--- src/aelr_pkg.sv ---
// Constants, codes and helpers for the absolute encoder link receiver
//------------------------------------------------------------------------------
// Function
// - Each field: start bit, eight payload, delimiter.
// - Control payload holds code; others hold bytes.
// - Request always opens with control field.
// - Memory request: control, address, data(write), CRC.
// - Four readout transaction codes supported.
// - Three reset codes; reply carries position.
// - Code decides request and reply field counts.
// - Link runs at 2.5 Mbps both ways.
// - Dedicated transmit enable; receive always enabled.
// - Eight data bits, one stop, no parity.
// - Drop enable after last echo, collect reply.
// - Last reply byte is CRC; compare, report.
//------------------------------------------------------------------------------
package aelr_pkg;

    // Link timing
    localparam int unsigned CLK_HZ        = 10_000_000;
    localparam int unsigned LINK_BPS      = 2_500_000;
    localparam int unsigned CYC_PER_BIT   = CLK_HZ / LINK_BPS;  // 4 cycles per bit
    localparam int unsigned CYC_HALF_BIT  = CYC_PER_BIT / 2;
    localparam int unsigned FIELD_BITS    = 10;

    // Transactions selectable by the host
    typedef enum logic [3:0] {
        AELR_POS       = 4'h0,
        AELR_TURNS     = 4'h1,
        AELR_IDENT     = 4'h2,
        AELR_ALL       = 4'h3,
        AELR_RST_POS   = 4'h4,
        AELR_RST_TURNS = 4'h5,
        AELR_RST_ERR   = 4'h6,
        AELR_MEM_RD    = 4'h7,
        AELR_MEM_WR    = 4'h8
    } aelr_kind_t;

    // Data field counts in each readout reply kind, total field count in a memory reply
    localparam logic [3:0] DATA_POS   = 4'h3;
    localparam logic [3:0] DATA_TURNS = 4'h3;
    localparam logic [3:0] DATA_IDENT = 4'h1;
    localparam logic [3:0] DATA_ALL   = 4'h8;
    localparam logic [3:0] MEM_REPLY  = 4'h4;   // control, address, data, CRC
    localparam logic [7:0] CRC_INIT   = 8'h00;

    // Control payload that carries the transaction code
    function automatic logic [7:0] ctrlOf(input aelr_kind_t k);
        return {4'h0, k};
    endfunction

    // Fields sent for each code
    function automatic logic [3:0] reqLen(input aelr_kind_t k);
        if (k == AELR_MEM_RD) return 4'h3;
        else if (k == AELR_MEM_WR) return 4'h4;
        else return 4'h1;
    endfunction

    // Fields expected back: control, status, data..., CRC; memory codes: control, address, data, CRC
    function automatic logic [3:0] replyLen(input aelr_kind_t k);
        case (k)
            AELR_TURNS:              return DATA_TURNS + 4'h3;
            AELR_IDENT:              return DATA_IDENT + 4'h3;
            AELR_ALL:                return DATA_ALL + 4'h3;
            AELR_MEM_RD, AELR_MEM_WR: return MEM_REPLY;
            default:                 return DATA_POS + 4'h3;
        endcase
    endfunction

    // One byte of CRC-8, LSB first
    function automatic logic [7:0] crcStep(input logic [7:0] c, input logic [7:0] d, input logic [7:0] poly);
        logic [7:0] r;
        r = c;
        for (int i = 0; i < 8; i++) begin
            r = (r[0] ^ d[i]) ? ((r >> 1) ^ poly) : (r >> 1);
        end
        return r;
    endfunction

endpackage

--- src/aelr_receiver.sv ---
// Protocol engine of the absolute encoder link receiver
module aelr_receiver
    import aelr_pkg::*;
#(
    parameter logic [7:0]  CRC_POLY = 8'h01,
    parameter int unsigned DEPTH    = 2
) (
    input  wire logic       clk_sys,
    input  wire logic       rst,
    input  wire logic       start,
    input  wire aelr_kind_t transactionCode,
    input  wire logic [7:0] memAddr,
    input  wire logic [7:0] memData,
    input  wire logic       rxd,
    output logic            txd,
    output logic            transmitEnable,
    output logic            busy,
    output logic            done,
    output logic            crcOk,
    output logic            crcFail,
    output logic            frameError,
    output logic            echoError,
    output logic            overrun,
    output logic [7:0]      replyData,
    output logic            replyValid,
    input  wire logic       replyReady
);

    //--------------------------------------------------------------------------
    // Sequencer state
    //--------------------------------------------------------------------------
    typedef enum logic [2:0] {
        ST_IDLE  = 3'b000,
        ST_SEND  = 3'b001,
        ST_ECHO  = 3'b010,
        ST_RECV  = 3'b011,
        ST_CHECK = 3'b100,
        ST_DONE  = 3'b101
    } aelr_state_t;

    aelr_state_t state;
    aelr_kind_t  kind;
    logic [7:0]  addrHold;
    logic [7:0]  dataHold;
    logic [3:0]  reqIdx;
    logic [3:0]  rxIdx;
    logic [7:0]  txCrc;
    logic [7:0]  rxCrc;
    logic [7:0]  lastSent;

    //--------------------------------------------------------------------------
    // Bit-rate divider and transmitter
    //--------------------------------------------------------------------------
    logic [1:0] divCnt;
    logic       bitTick;
    logic [9:0] txShift;
    logic [3:0] txBits;
    logic       txActive;
    logic       txLoad;
    logic [7:0] txByte;
    wire  [3:0] reqLast = reqLen(kind) - 4'h1;

    // One enable pulse per bit time at 2.5 Mbps
    assign bitTick = (divCnt == 2'(CYC_PER_BIT - 1));
    always_ff @(posedge clk_sys or posedge rst) begin
        if (rst) divCnt <= 2'h0;
        else divCnt <= bitTick ? 2'h0 : divCnt + 2'h1;
    end

    // Control, then address, then data on writes, CRC last
    assign txByte = (reqIdx == 4'h0)    ? ctrlOf(kind) :
                    (reqIdx == reqLast) ? txCrc :
                    (reqIdx == 4'h1)    ? addrHold : dataHold;
    // A byte leaves only on a bit boundary, once the echo of the last is in
    assign txLoad = (state == ST_SEND) && !txActive && bitTick;
    assign txd    = txActive ? txShift[0] : 1'b1;

    // Shift a ten-bit field: low start, payload LSB first, high delimiter
    always_ff @(posedge clk_sys or posedge rst) begin
        if (rst) begin
            txShift  <= 10'h3FF;
            txBits   <= 4'h0;
            txActive <= 1'b0;
        end else if (txLoad) begin
            txShift  <= {1'b1, txByte, 1'b0};
            txBits   <= 4'h0;
            txActive <= 1'b1;
        end else if (txActive && bitTick) begin
            txShift  <= {1'b1, txShift[9:1]};
            txBits   <= txBits + 4'h1;
            txActive <= (txBits != 4'(FIELD_BITS - 1));
        end
    end

    //--------------------------------------------------------------------------
    // Receiver, sampled at mid bit
    //--------------------------------------------------------------------------
    logic       rxActive;
    logic [1:0] rxPhase;
    logic [3:0] rxBit;
    logic [7:0] rxShift;
    logic       rxStrobe;
    logic       rxBad;
    wire        rxSample = rxActive && (rxPhase == 2'h0);

    // Stop bit must be high; no parity bit is expected
    always_ff @(posedge clk_sys or posedge rst) begin
        if (rst) begin
            rxActive <= 1'b0;
            rxPhase  <= 2'h0;
            rxBit    <= 4'h0;
            rxShift  <= 8'h00;
            rxStrobe <= 1'b0;
            rxBad    <= 1'b0;
        end else begin
            rxStrobe <= 1'b0;
            rxBad    <= 1'b0;
            if (!rxActive) begin
                if (!rxd) begin
                    rxActive <= 1'b1;
                    rxPhase  <= 2'(CYC_HALF_BIT - 1);
                    rxBit    <= 4'h0;
                end
            end else if (rxSample) begin
                rxPhase <= 2'(CYC_PER_BIT - 1);
                rxBit   <= rxBit + 4'h1;
                if (rxBit == 4'h0 && rxd) begin
                    rxActive <= 1'b0;                           // Glitch, not a start
                end else if (rxBit == 4'(FIELD_BITS - 1)) begin
                    rxActive <= 1'b0;
                    rxStrobe <= rxd;
                    rxBad    <= !rxd;
                end else if (rxBit != 4'h0) begin
                    rxShift <= {rxd, rxShift[7:1]};
                end
            end else begin
                rxPhase <= rxPhase - 2'h1;
            end
        end
    end

    //--------------------------------------------------------------------------
    // Two-entry reply buffer
    //--------------------------------------------------------------------------
    // The encoder cannot be paused, so a stall holds off completion and, with the buffer full, drops bytes and sets overrun
    logic [7:0] bufMem [DEPTH];
    logic [$clog2(DEPTH)-1:0] wrPtr;
    logic [$clog2(DEPTH)-1:0] rdPtr;
    logic [$clog2(DEPTH):0]   bufCount;
    wire  bufFull  = (bufCount == ($clog2(DEPTH)+1)'(DEPTH));
    wire  bufEmpty = (bufCount == '0);
    wire  bufPush  = rxStrobe && (state == ST_RECV) && !bufFull;
    wire  bufPop   = replyValid && replyReady;

    assign replyValid = !bufEmpty;
    assign replyData  = bufMem[rdPtr];

    always_ff @(posedge clk_sys or posedge rst) begin
        if (rst) begin
            wrPtr    <= '0;
            rdPtr    <= '0;
            bufCount <= '0;
            for (int i = 0; i < DEPTH; i++) bufMem[i] <= 8'h00;
        end else begin
            if (bufPush) begin
                bufMem[wrPtr] <= rxShift;
                wrPtr <= (wrPtr == ($clog2(DEPTH))'(DEPTH - 1)) ? '0 : wrPtr + 1'b1;
            end
            if (bufPop) rdPtr <= (rdPtr == ($clog2(DEPTH))'(DEPTH - 1)) ? '0 : rdPtr + 1'b1;
            bufCount <= bufCount + ($clog2(DEPTH)+1)'(bufPush) - ($clog2(DEPTH)+1)'(bufPop);
        end
    end

    //--------------------------------------------------------------------------
    // Transaction sequencer
    //--------------------------------------------------------------------------
    wire [3:0] rxLast   = replyLen(kind) - 4'h1;
    wire       lastByte = (rxIdx == rxLast);

    // Sequencing, echo check and reply CRC in one place
    always_ff @(posedge clk_sys or posedge rst) begin
        if (rst) begin
            state          <= ST_IDLE;
            kind           <= AELR_POS;
            addrHold       <= 8'h00;
            dataHold       <= 8'h00;
            reqIdx         <= 4'h0;
            rxIdx          <= 4'h0;
            txCrc          <= CRC_INIT;
            rxCrc          <= CRC_INIT;
            lastSent       <= 8'h00;
            transmitEnable <= 1'b0;
            done           <= 1'b0;
            crcOk          <= 1'b0;
            crcFail        <= 1'b0;
            frameError     <= 1'b0;
            echoError      <= 1'b0;
            overrun        <= 1'b0;
        end else begin
            done <= 1'b0;
            if (rxStrobe && state == ST_RECV && bufFull) overrun <= 1'b1;
            case (state)
                ST_IDLE: begin
                    if (start) begin
                        kind           <= transactionCode;
                        addrHold       <= memAddr;
                        dataHold       <= memData;
                        reqIdx         <= 4'h0;
                        rxIdx          <= 4'h0;
                        txCrc          <= CRC_INIT;
                        rxCrc          <= CRC_INIT;
                        crcOk          <= 1'b0;
                        crcFail        <= 1'b0;
                        frameError     <= 1'b0;
                        echoError      <= 1'b0;
                        overrun        <= 1'b0;
                        transmitEnable <= 1'b1;
                        state          <= ST_SEND;
                    end
                end
                ST_SEND: begin
                    if (txLoad) begin
                        txCrc    <= crcStep(txCrc, txByte, CRC_POLY);
                        lastSent <= txByte;
                        state    <= ST_ECHO;
                    end
                end
                ST_ECHO: begin
                    // Own byte returns through the open receiver
                    if (rxStrobe || rxBad) begin
                        if (!rxStrobe || rxShift != lastSent) echoError <= 1'b1;
                        if (reqIdx == reqLast) begin
                            transmitEnable <= 1'b0;
                            state          <= ST_RECV;
                        end else begin
                            reqIdx <= reqIdx + 4'h1;
                            state  <= ST_SEND;
                        end
                    end
                end
                ST_RECV: begin
                    if (rxStrobe) begin
                        if (lastByte) begin
                            crcOk   <= (rxShift == rxCrc);
                            crcFail <= (rxShift != rxCrc);
                            state   <= ST_CHECK;
                        end else begin
                            // Control field must come back first
                            if (rxIdx == 4'h0 && rxShift != ctrlOf(kind)) echoError <= 1'b1;
                            rxCrc <= crcStep(rxCrc, rxShift, CRC_POLY);
                            rxIdx <= rxIdx + 4'h1;
                        end
                    end
                end
                ST_CHECK: begin
                    // Hold completion until the reader drained every byte
                    if (bufEmpty) begin
                        done  <= 1'b1;
                        state <= ST_DONE;
                    end
                end
                default: state <= ST_IDLE;
            endcase
            // After the case, so a bad frame wins over the clear taken at start
            if (rxBad) frameError <= 1'b1;
        end
    end

    assign busy = (state != ST_IDLE);
endmodule

--- config.mk ---
export PLATFORM = sky130hd
export DESIGN_NAME = aelr_receiver
export DESIGN_NICKNAME = d
export VERILOG_FILES = /design/src/aelr_pkg.sv /design/src/aelr_receiver.sv
export SDC_FILE = /design/constraint.sdc
export NUM_CORES = 1
export LEC_CHECK = 0
export BUFFER_PORTS_ARGS = -buffer_cell sky130_fd_sc_hd__buf_2
export CORE_ASPECT_RATIO = 1.2
export CORE_MARGIN = 4
export CORE_UTILIZATION = 64
export CTS_CLUSTER_SIZE = 30
export DETAILED_ROUTE_END_ITERATION = 8
export PLACE_DENSITY = 0.85
export SYNTH_ARGS = -nofsm -noshare
export SYNTH_HDL_FRONTEND = slang
export SYNTH_SLANG_ARGS = --single-unit
--- constraint.sdc ---
create_clock -name clk_sys -period 5.25 [get_ports clk_sys]
set_input_delay 0.525 -clock clk_sys [delete_from_list [all_inputs] [get_ports clk_sys]]
set_output_delay 0.525 -clock clk_sys [all_outputs]
set_load 0.02 [all_outputs]
### Word level (Yosys, flattened, before mapping)

Cells that the tools add are included.

| cells by class | value |
|---|---|
| equality and inequality tests | 32 |
| add/subtract/negate cells | 12 |
| mux-type cells | 102 |
| order comparisons | 3 |
| bitwise operators | 36 |
| reduce and logical (&&, ||, !) cells | 46 |

Operators with widths:

| operator | count |
|---|---|
| $mux W8 | 11 |
| $mux W1 | 54 |
| $mux W4 | 11 |
| $pmux W8 S2 | 2 |
| $pmux W4 S2 | 3 |
| $mux W3 | 7 |
| $mux W10 | 2 |
| $ne A2 B2 Y1 const B | 10 |
| $add A4 B1 Y4 const B | 4 |
| $bwmux W16 | 1 |
| $ne A8 B8 Y1 | 2 |
| $not A1 Y1 | 16 |
| $reduce_and A4 Y1 | 4 |
| $xor A1 B1 Y1 | 16 |
| $pmux W3 S5 | 1 |
| $logic_not A4 Y1 | 3 |
| $reduce_bool A2 Y1 | 6 |
| $logic_and A1 B1 Y1 | 11 |
| $mux W2 | 5 |
| $demux W8 S1 | 1 |
| $eq A4 B2 Y1 const B | 2 |
| $eq A4 B4 Y1 | 2 |
| $eq A4 B4 Y1 const B | 2 |
| $eq A8 B8 Y1 | 1 |
| other kinds (33) | 54 |

| word-level totals | value |
|---|---|
| output and inout port bits | 18 |
| bits of input ports | 25 |
| register bits after elaboration | 116 |

### Depth between registers and ports, before layout

| depth | value |
|---|---|
| depth in word-level cells | 25 |
| gate-level depth with buffers | 11 |
| mapped depth without buffers | 10 |

### Worst setup path before layout

No wires, ideal clock.

| timing | value |
|---|---|
| kind | register to register |
| start | reg kind[0] |
| end | reg txCrc[0] |
| path buffers | 1 |
| stages on the path, launching flop included | 9 |
| arrival | 2278 ps |
| path slack | 2895 ps |
| library setup time | 77 ps |
| period minus slack after synthesis | 2355 ps |
| cell sequence | dfrtp_1 > buf_2 > and4b_4 > or4_4 > and2_4 > o311a_1 > o221ai_2 > xnor3_1 > o21ai_1 |

| between the ends | value |
|---|---|
| word-level cells in the longest chain between the ends | 25 |

Ends and longest elaborated chain:

| what | line | text |
|---|---|---|
| start: declaration | aelr_receiver.sv:42 | `aelr_kind_t kind;` |
| start signal: assignment | aelr_receiver.sv:205 | `kind <= transactionCode;` |
| $eq A4 B4 Y1 | aelr_pkg.sv:55 | `else if (k == AELR_MEM_WR) return 4'h4;` |
| $mux W3 | aelr_pkg.sv:55 |  |
| $mux W4 | aelr_pkg.sv:54 | `if (k == AELR_MEM_RD) return 4'h3;` |
| $sub A4 B1 Y4 | aelr_receiver.sv:61 | `wire [3:0] reqLast = reqLen(kind) - 4'h1;` |
| $eq A4 B4 Y1 | aelr_receiver.sv:72 | `(reqIdx == reqLast) ? txCrc :` |
| $mux W8 | aelr_receiver.sv:72 |  |
| $mux W8 (*) | aelr_receiver.sv:71 | `assign txByte = (reqIdx == 4'h0) ? ctrlOf(kind) :` |
| $xor A1 B1 Y1 | aelr_pkg.sv:75 | `r = (r[0] ^ d[i]) ? ((r >> 1) ^ poly) : (r >> 1);` |
| (+9 left out) | - |  |
| $xor A1 B1 Y1 | aelr_pkg.sv:75 |  |
| $mux W1 | aelr_pkg.sv:75 |  |
| $xor A1 B1 Y1 | aelr_pkg.sv:75 |  |
| $mux W1 | aelr_pkg.sv:75 |  |
| $xor A1 B1 Y1 (*) | aelr_pkg.sv:75 |  |
| $mux W1 (*) | aelr_pkg.sv:75 |  |
| $mux W8 (*) | aelr_receiver.sv:222 | `if (txLoad) begin` |
| $pmux W8 S2 (*) | aelr_receiver.sv:202 | `case (state)` |
| end signal: assignment | aelr_receiver.sv:223 | `txCrc <= crcStep(txCrc, txByte, CRC_POLY);` |
| end: declaration | aelr_receiver.sv:47 | `logic [7:0] txCrc;` |

Mark *: on every way between the ends. The rest lies on a longest branch, timed or not. The select of a mux whose other input is x is not followed.
A chain may end at the register's enable or synchronous reset.

### Final worst setup path

| timing | value |
|---|---|
| start | reg state[1] |
| end | reg rxIdx[3] |

| between the ends | value |
|---|---|
| word-level cells in the longest chain between the ends | 3 |

Ends and longest elaborated chain:

| what | line | text |
|---|---|---|
| start: declaration | aelr_receiver.sv:41 | `aelr_state_t state;` |
| start signal: assignment | aelr_receiver.sv:183 | `state <= ST_IDLE;` |
| start signal: assignment | aelr_receiver.sv:218 | `state <= ST_SEND;` |
| start signal: assignment | aelr_receiver.sv:225 | `state <= ST_ECHO;` |
| $eq A3 B2 Y1 or $logic_not A3 Y1 (tied branches) | aelr_receiver.sv:202 |  |
| $ne A2 B2 Y1 (no line) or $reduce_bool A2 Y1 (tied branches) | - |  |
| $reduce_and A4 Y1 (no line) | - |  |
| end signal: assignment | aelr_receiver.sv:251 | `rxIdx <= rxIdx + 4'h1;` |
| end: declaration | aelr_receiver.sv:46 | `logic [3:0] rxIdx;` |

Parallel ways exist; a longest one is shown, timed or not.

==> results_dict.tcl <==
set metrics [dict create \
    status "completed" \
    reg2reg_slack_ps 2460 \
    firstDrtPassIters 5 \
    grt_first_pass_wirelength_um 19090 \
    postSynth.asyncResetShare_pct 100.0 \
    worst_setup_path_start_kind "register" \
    pwr-share-clk_pct 15.5 \
    worst_slack_ps 2464 \
    cts.sinks 101 \
    gp_congestion 0.8579 \
    die_w_um 90.28 \
    nNetsFinal 587 \
    pre_cts_ws_ps 2439 \
    post-cts-setup-buffer-count 0 \
    p_comb_share_pct 39.2 \
    slew_violations 0 \
    cts_tree "built" \
    synth_top_area_share_pct 44.28 \
    clockBufferDepth 2 \
    p_leak_nw 2.800 \
    max-vdd-ir-drop_mv 0.2841 \
    placed_area_um2 5434 \
    period_needed_ps 2786 \
    reg2reg_from "state[1]$_DFFE_PP0P_" \
    numPortBuffers 42 \
    wl_per_cell_um 16.85 \
    fmax_ghz 0.3590 \
    rsz0062_at_grt "no" \
    ys_ff_latch 101 \
    synth_edf_count 0 \
    grt_pass1_vias 3901 \
    setup_violations 0 \
    initial_core_util_pct 66.69 \
    synthFlopType "dfrtp_1" \
    endpoint_kind "register" \
    crit_fanout 27 \
    synth_nets 559 \
    core_um2 7795 \
    cp.arrival_ps 3080 \
    switching_power_mw 1.209 \
    worstPathRequired_ps 5540 \
    syn_inst 518 \
    cts_resized 0 \
    first_iter_violations 218 \
    tns_ps 0 \
    criticalPathCategory "register to register" \
    cts.clk_slew.worst_paths_ps 100 \
    finalHoldViolCount 0 \
    swShare_pct 40.30 \
    maxCapViolCount 0 \
    cts-root-buf "clkbuf_8" \
    vias 3814 \
    track_usage_pct 24.56 \
    slew_headroom_pct 37.66 \
    layout_common_cells "101 x nand2_1, 92 x dfrtp_1, 42 x buf_2" \
    grt_overflow 0 \
    p_int_mw 1.792 \
    dieArea_um2 9635 \
    clk_latency_ps 380 \
    routed_via_density 5.932 \
    fin_area_um2 5614 \
    rr_endpoint "rxIdx[3]$_DFFE_PP0P_" \
    syn2layout_area_growth_pct 7.990 \
    ys_types 52 \
    synth_top_area_cell "dfrtp_1" \
    hold_path_class "input port to asynchronous set/reset pin" \
    num_io_pins 43 \
    htree_levels 3 \
    tightest_slew_ps 935.2 \
    drcViolationCount 0 \
    p_per_area_nw_per_um2 534.5 \
    final_util_pct 72.02 \
    finalWirelength_um 10840 \
    cts.hold.buffers_added 0 \
    num_antenna_cells 0 \
    placementRows 35 \
    setup.worst_path.start "state[1]$_DFFE_PP0P_" \
    dpl.hpwl_um 7869 \
    drive_gt1_share_pct 19.78 \
    die_h_um 106.7 \
    skew_ps 11.32 \
    synth_area_per_cell_um2 10.04 \
    final_antenna_net_count 0 \
    cts_buffers 9 \
    fin_crit_sh_pct 53.06 \
    power_mw 3.001 \
    antenna_found_initial 0 \
    grt_max_degree 54 \
    ys_warn_count 0 \
    seq_area_frac_synth_pct 48.83 \
    yosys-top-cells-area "dfrtp_1 44%, nand2_1 7.3%, mux2_2 6.5%" \
    rr_worst_depth 5 \
    final_common_cell "nand2_1" \
    seq_power_share_pct 45.3 \
    netlist_area_um2 5199 \
]
[critical path, cell delays in order (launching register included)]
cell	delay [ps]
dfrtp_1	520
nor3_1	350
and2_1	800
o22ai_1	430
or3_1	460
a21oi_1	140
[sequential cells by signal, indices dropped and copies added, names as in the netlist, 2 cells and up]
name and cells:
addrHold 8, bufCount 2, bufMem 16, dataHold 8
divCnt 2, kind 4, lastSent 8, reqIdx 4
rxBit 4, rxIdx 4, rxPhase 2, rxShift 8
state 3, txBits 4, txShift 9
[worst max-delay path by stage]
stage	slack, ps	end
2_1_floorplan	2090	addrHold[0]$_DFFE_PP0P_
3_3_place_gp	2670	rxIdx[3]$_DFFE_PP0P_
3_5_place_dp	2440	rxIdx[3]$_DFFE_PP0P_
4_1_cts	2420	rxIdx[3]$_DFFE_PP0P_
5_1_grt	2220	rxIdx[3]$_DFFE_PP0P_
6_report	2460	rxIdx[3]$_DFFE_PP0P_
[through the flow]
| step | instances | hold slack, ps |
|---|---|---|
| 4_1_cts | 643 | 220.1 |
| 2_1_floorplan | 518 | 403.1 |
| 5_1_grt | 643 | 247.2 |
| 6_report | 643 | 209.0 |
| 3_5_place_dp | 627 | 440.9 |
| 3_3_place_gp | 627 | 413.8 |
[cell type report]
type	count	area, um2
clock buffer	9	123.9
multi-input combinational	370	2481
inverter	21	81.33
tap	92	115.1
timing repair buffer	43	217.7
fill	576	2181
clock inverter	7	56.30
sequential	101	2539
[synthesized netlist by cell type, drive strengths merged, types with 2 or more instances]
| cell type | count |
|---|---|
| and2 | 6 |
| xor2 | 20 |
| nor4 | 5 |
| or2 | 2 |
| nand2 | 101 |
| ha | 16 |
| o21ai | 24 |
| a21boi | 3 |
| nand3 | 15 |
| o21bai | 2 |
| a21o | 3 |
| o211ai | 4 |
| nor2 | 22 |
| buf | 4 |
| nor2b | 6 |
| clkbuf | 22 |
| a21oi | 14 |
| or3 | 4 |
| mux2i | 19 |
| o31ai | 4 |
| nor3 | 6 |
| dfrtp | 92 |
| mux2 | 30 |
| o22ai | 6 |
| a31oi | 4 |
| inv | 21 |
| o22a | 3 |
| nand2b | 6 |
| o21a | 3 |
| dfstp | 9 |
| xnor2 | 21 |
| nand4 | 5 |
[metal layers]
layer | wire length [um] | vias to the layer above | GRT usage [%]
met3 | 555 | 17 | 5.333
met4 | 152 | 0 | 7.330
li1 | - | 1813 | -
met1 | 4577 | 1871 | 31.29
met2 | 5551 | 113 | 42.29
met5 | 0 | - | 0
[power groups by stage]
| stage | registers [mW] | clock network (mW) | logic [mW] |
|---|---|---|---|
| 2_1_floorplan | 1.20 | 0 | 1.06 |
| 6_report | 1.36 | 0.465 | 1.18 |
| 3_3_place_gp | 1.34 | 0 | 1.12 |
| 4_1_cts | 1.36 | 0.471 | 1.19 |
| 5_1_grt | 1.40 | 0.507 | 1.32 |
| 3_5_place_dp | 1.37 | 0 | 1.18 |
[logic make-up (layout without fill, tap and decap cells)]
logic type,after synthesis,count (layout),synth area share [%]
AND/OR/NAND/NOR,187,187,16.82
flip-flops,101,101,48.83
AO/OA/AOI/OAI,76,76,9.555
multiplexers,49,49,10.16
buffers and inverters,47,80,3.442
XOR/XNOR,42,42,7.341
adder cells (fa/ha/maj),16,16,3.851
Power figures use the tool's default switching activity.
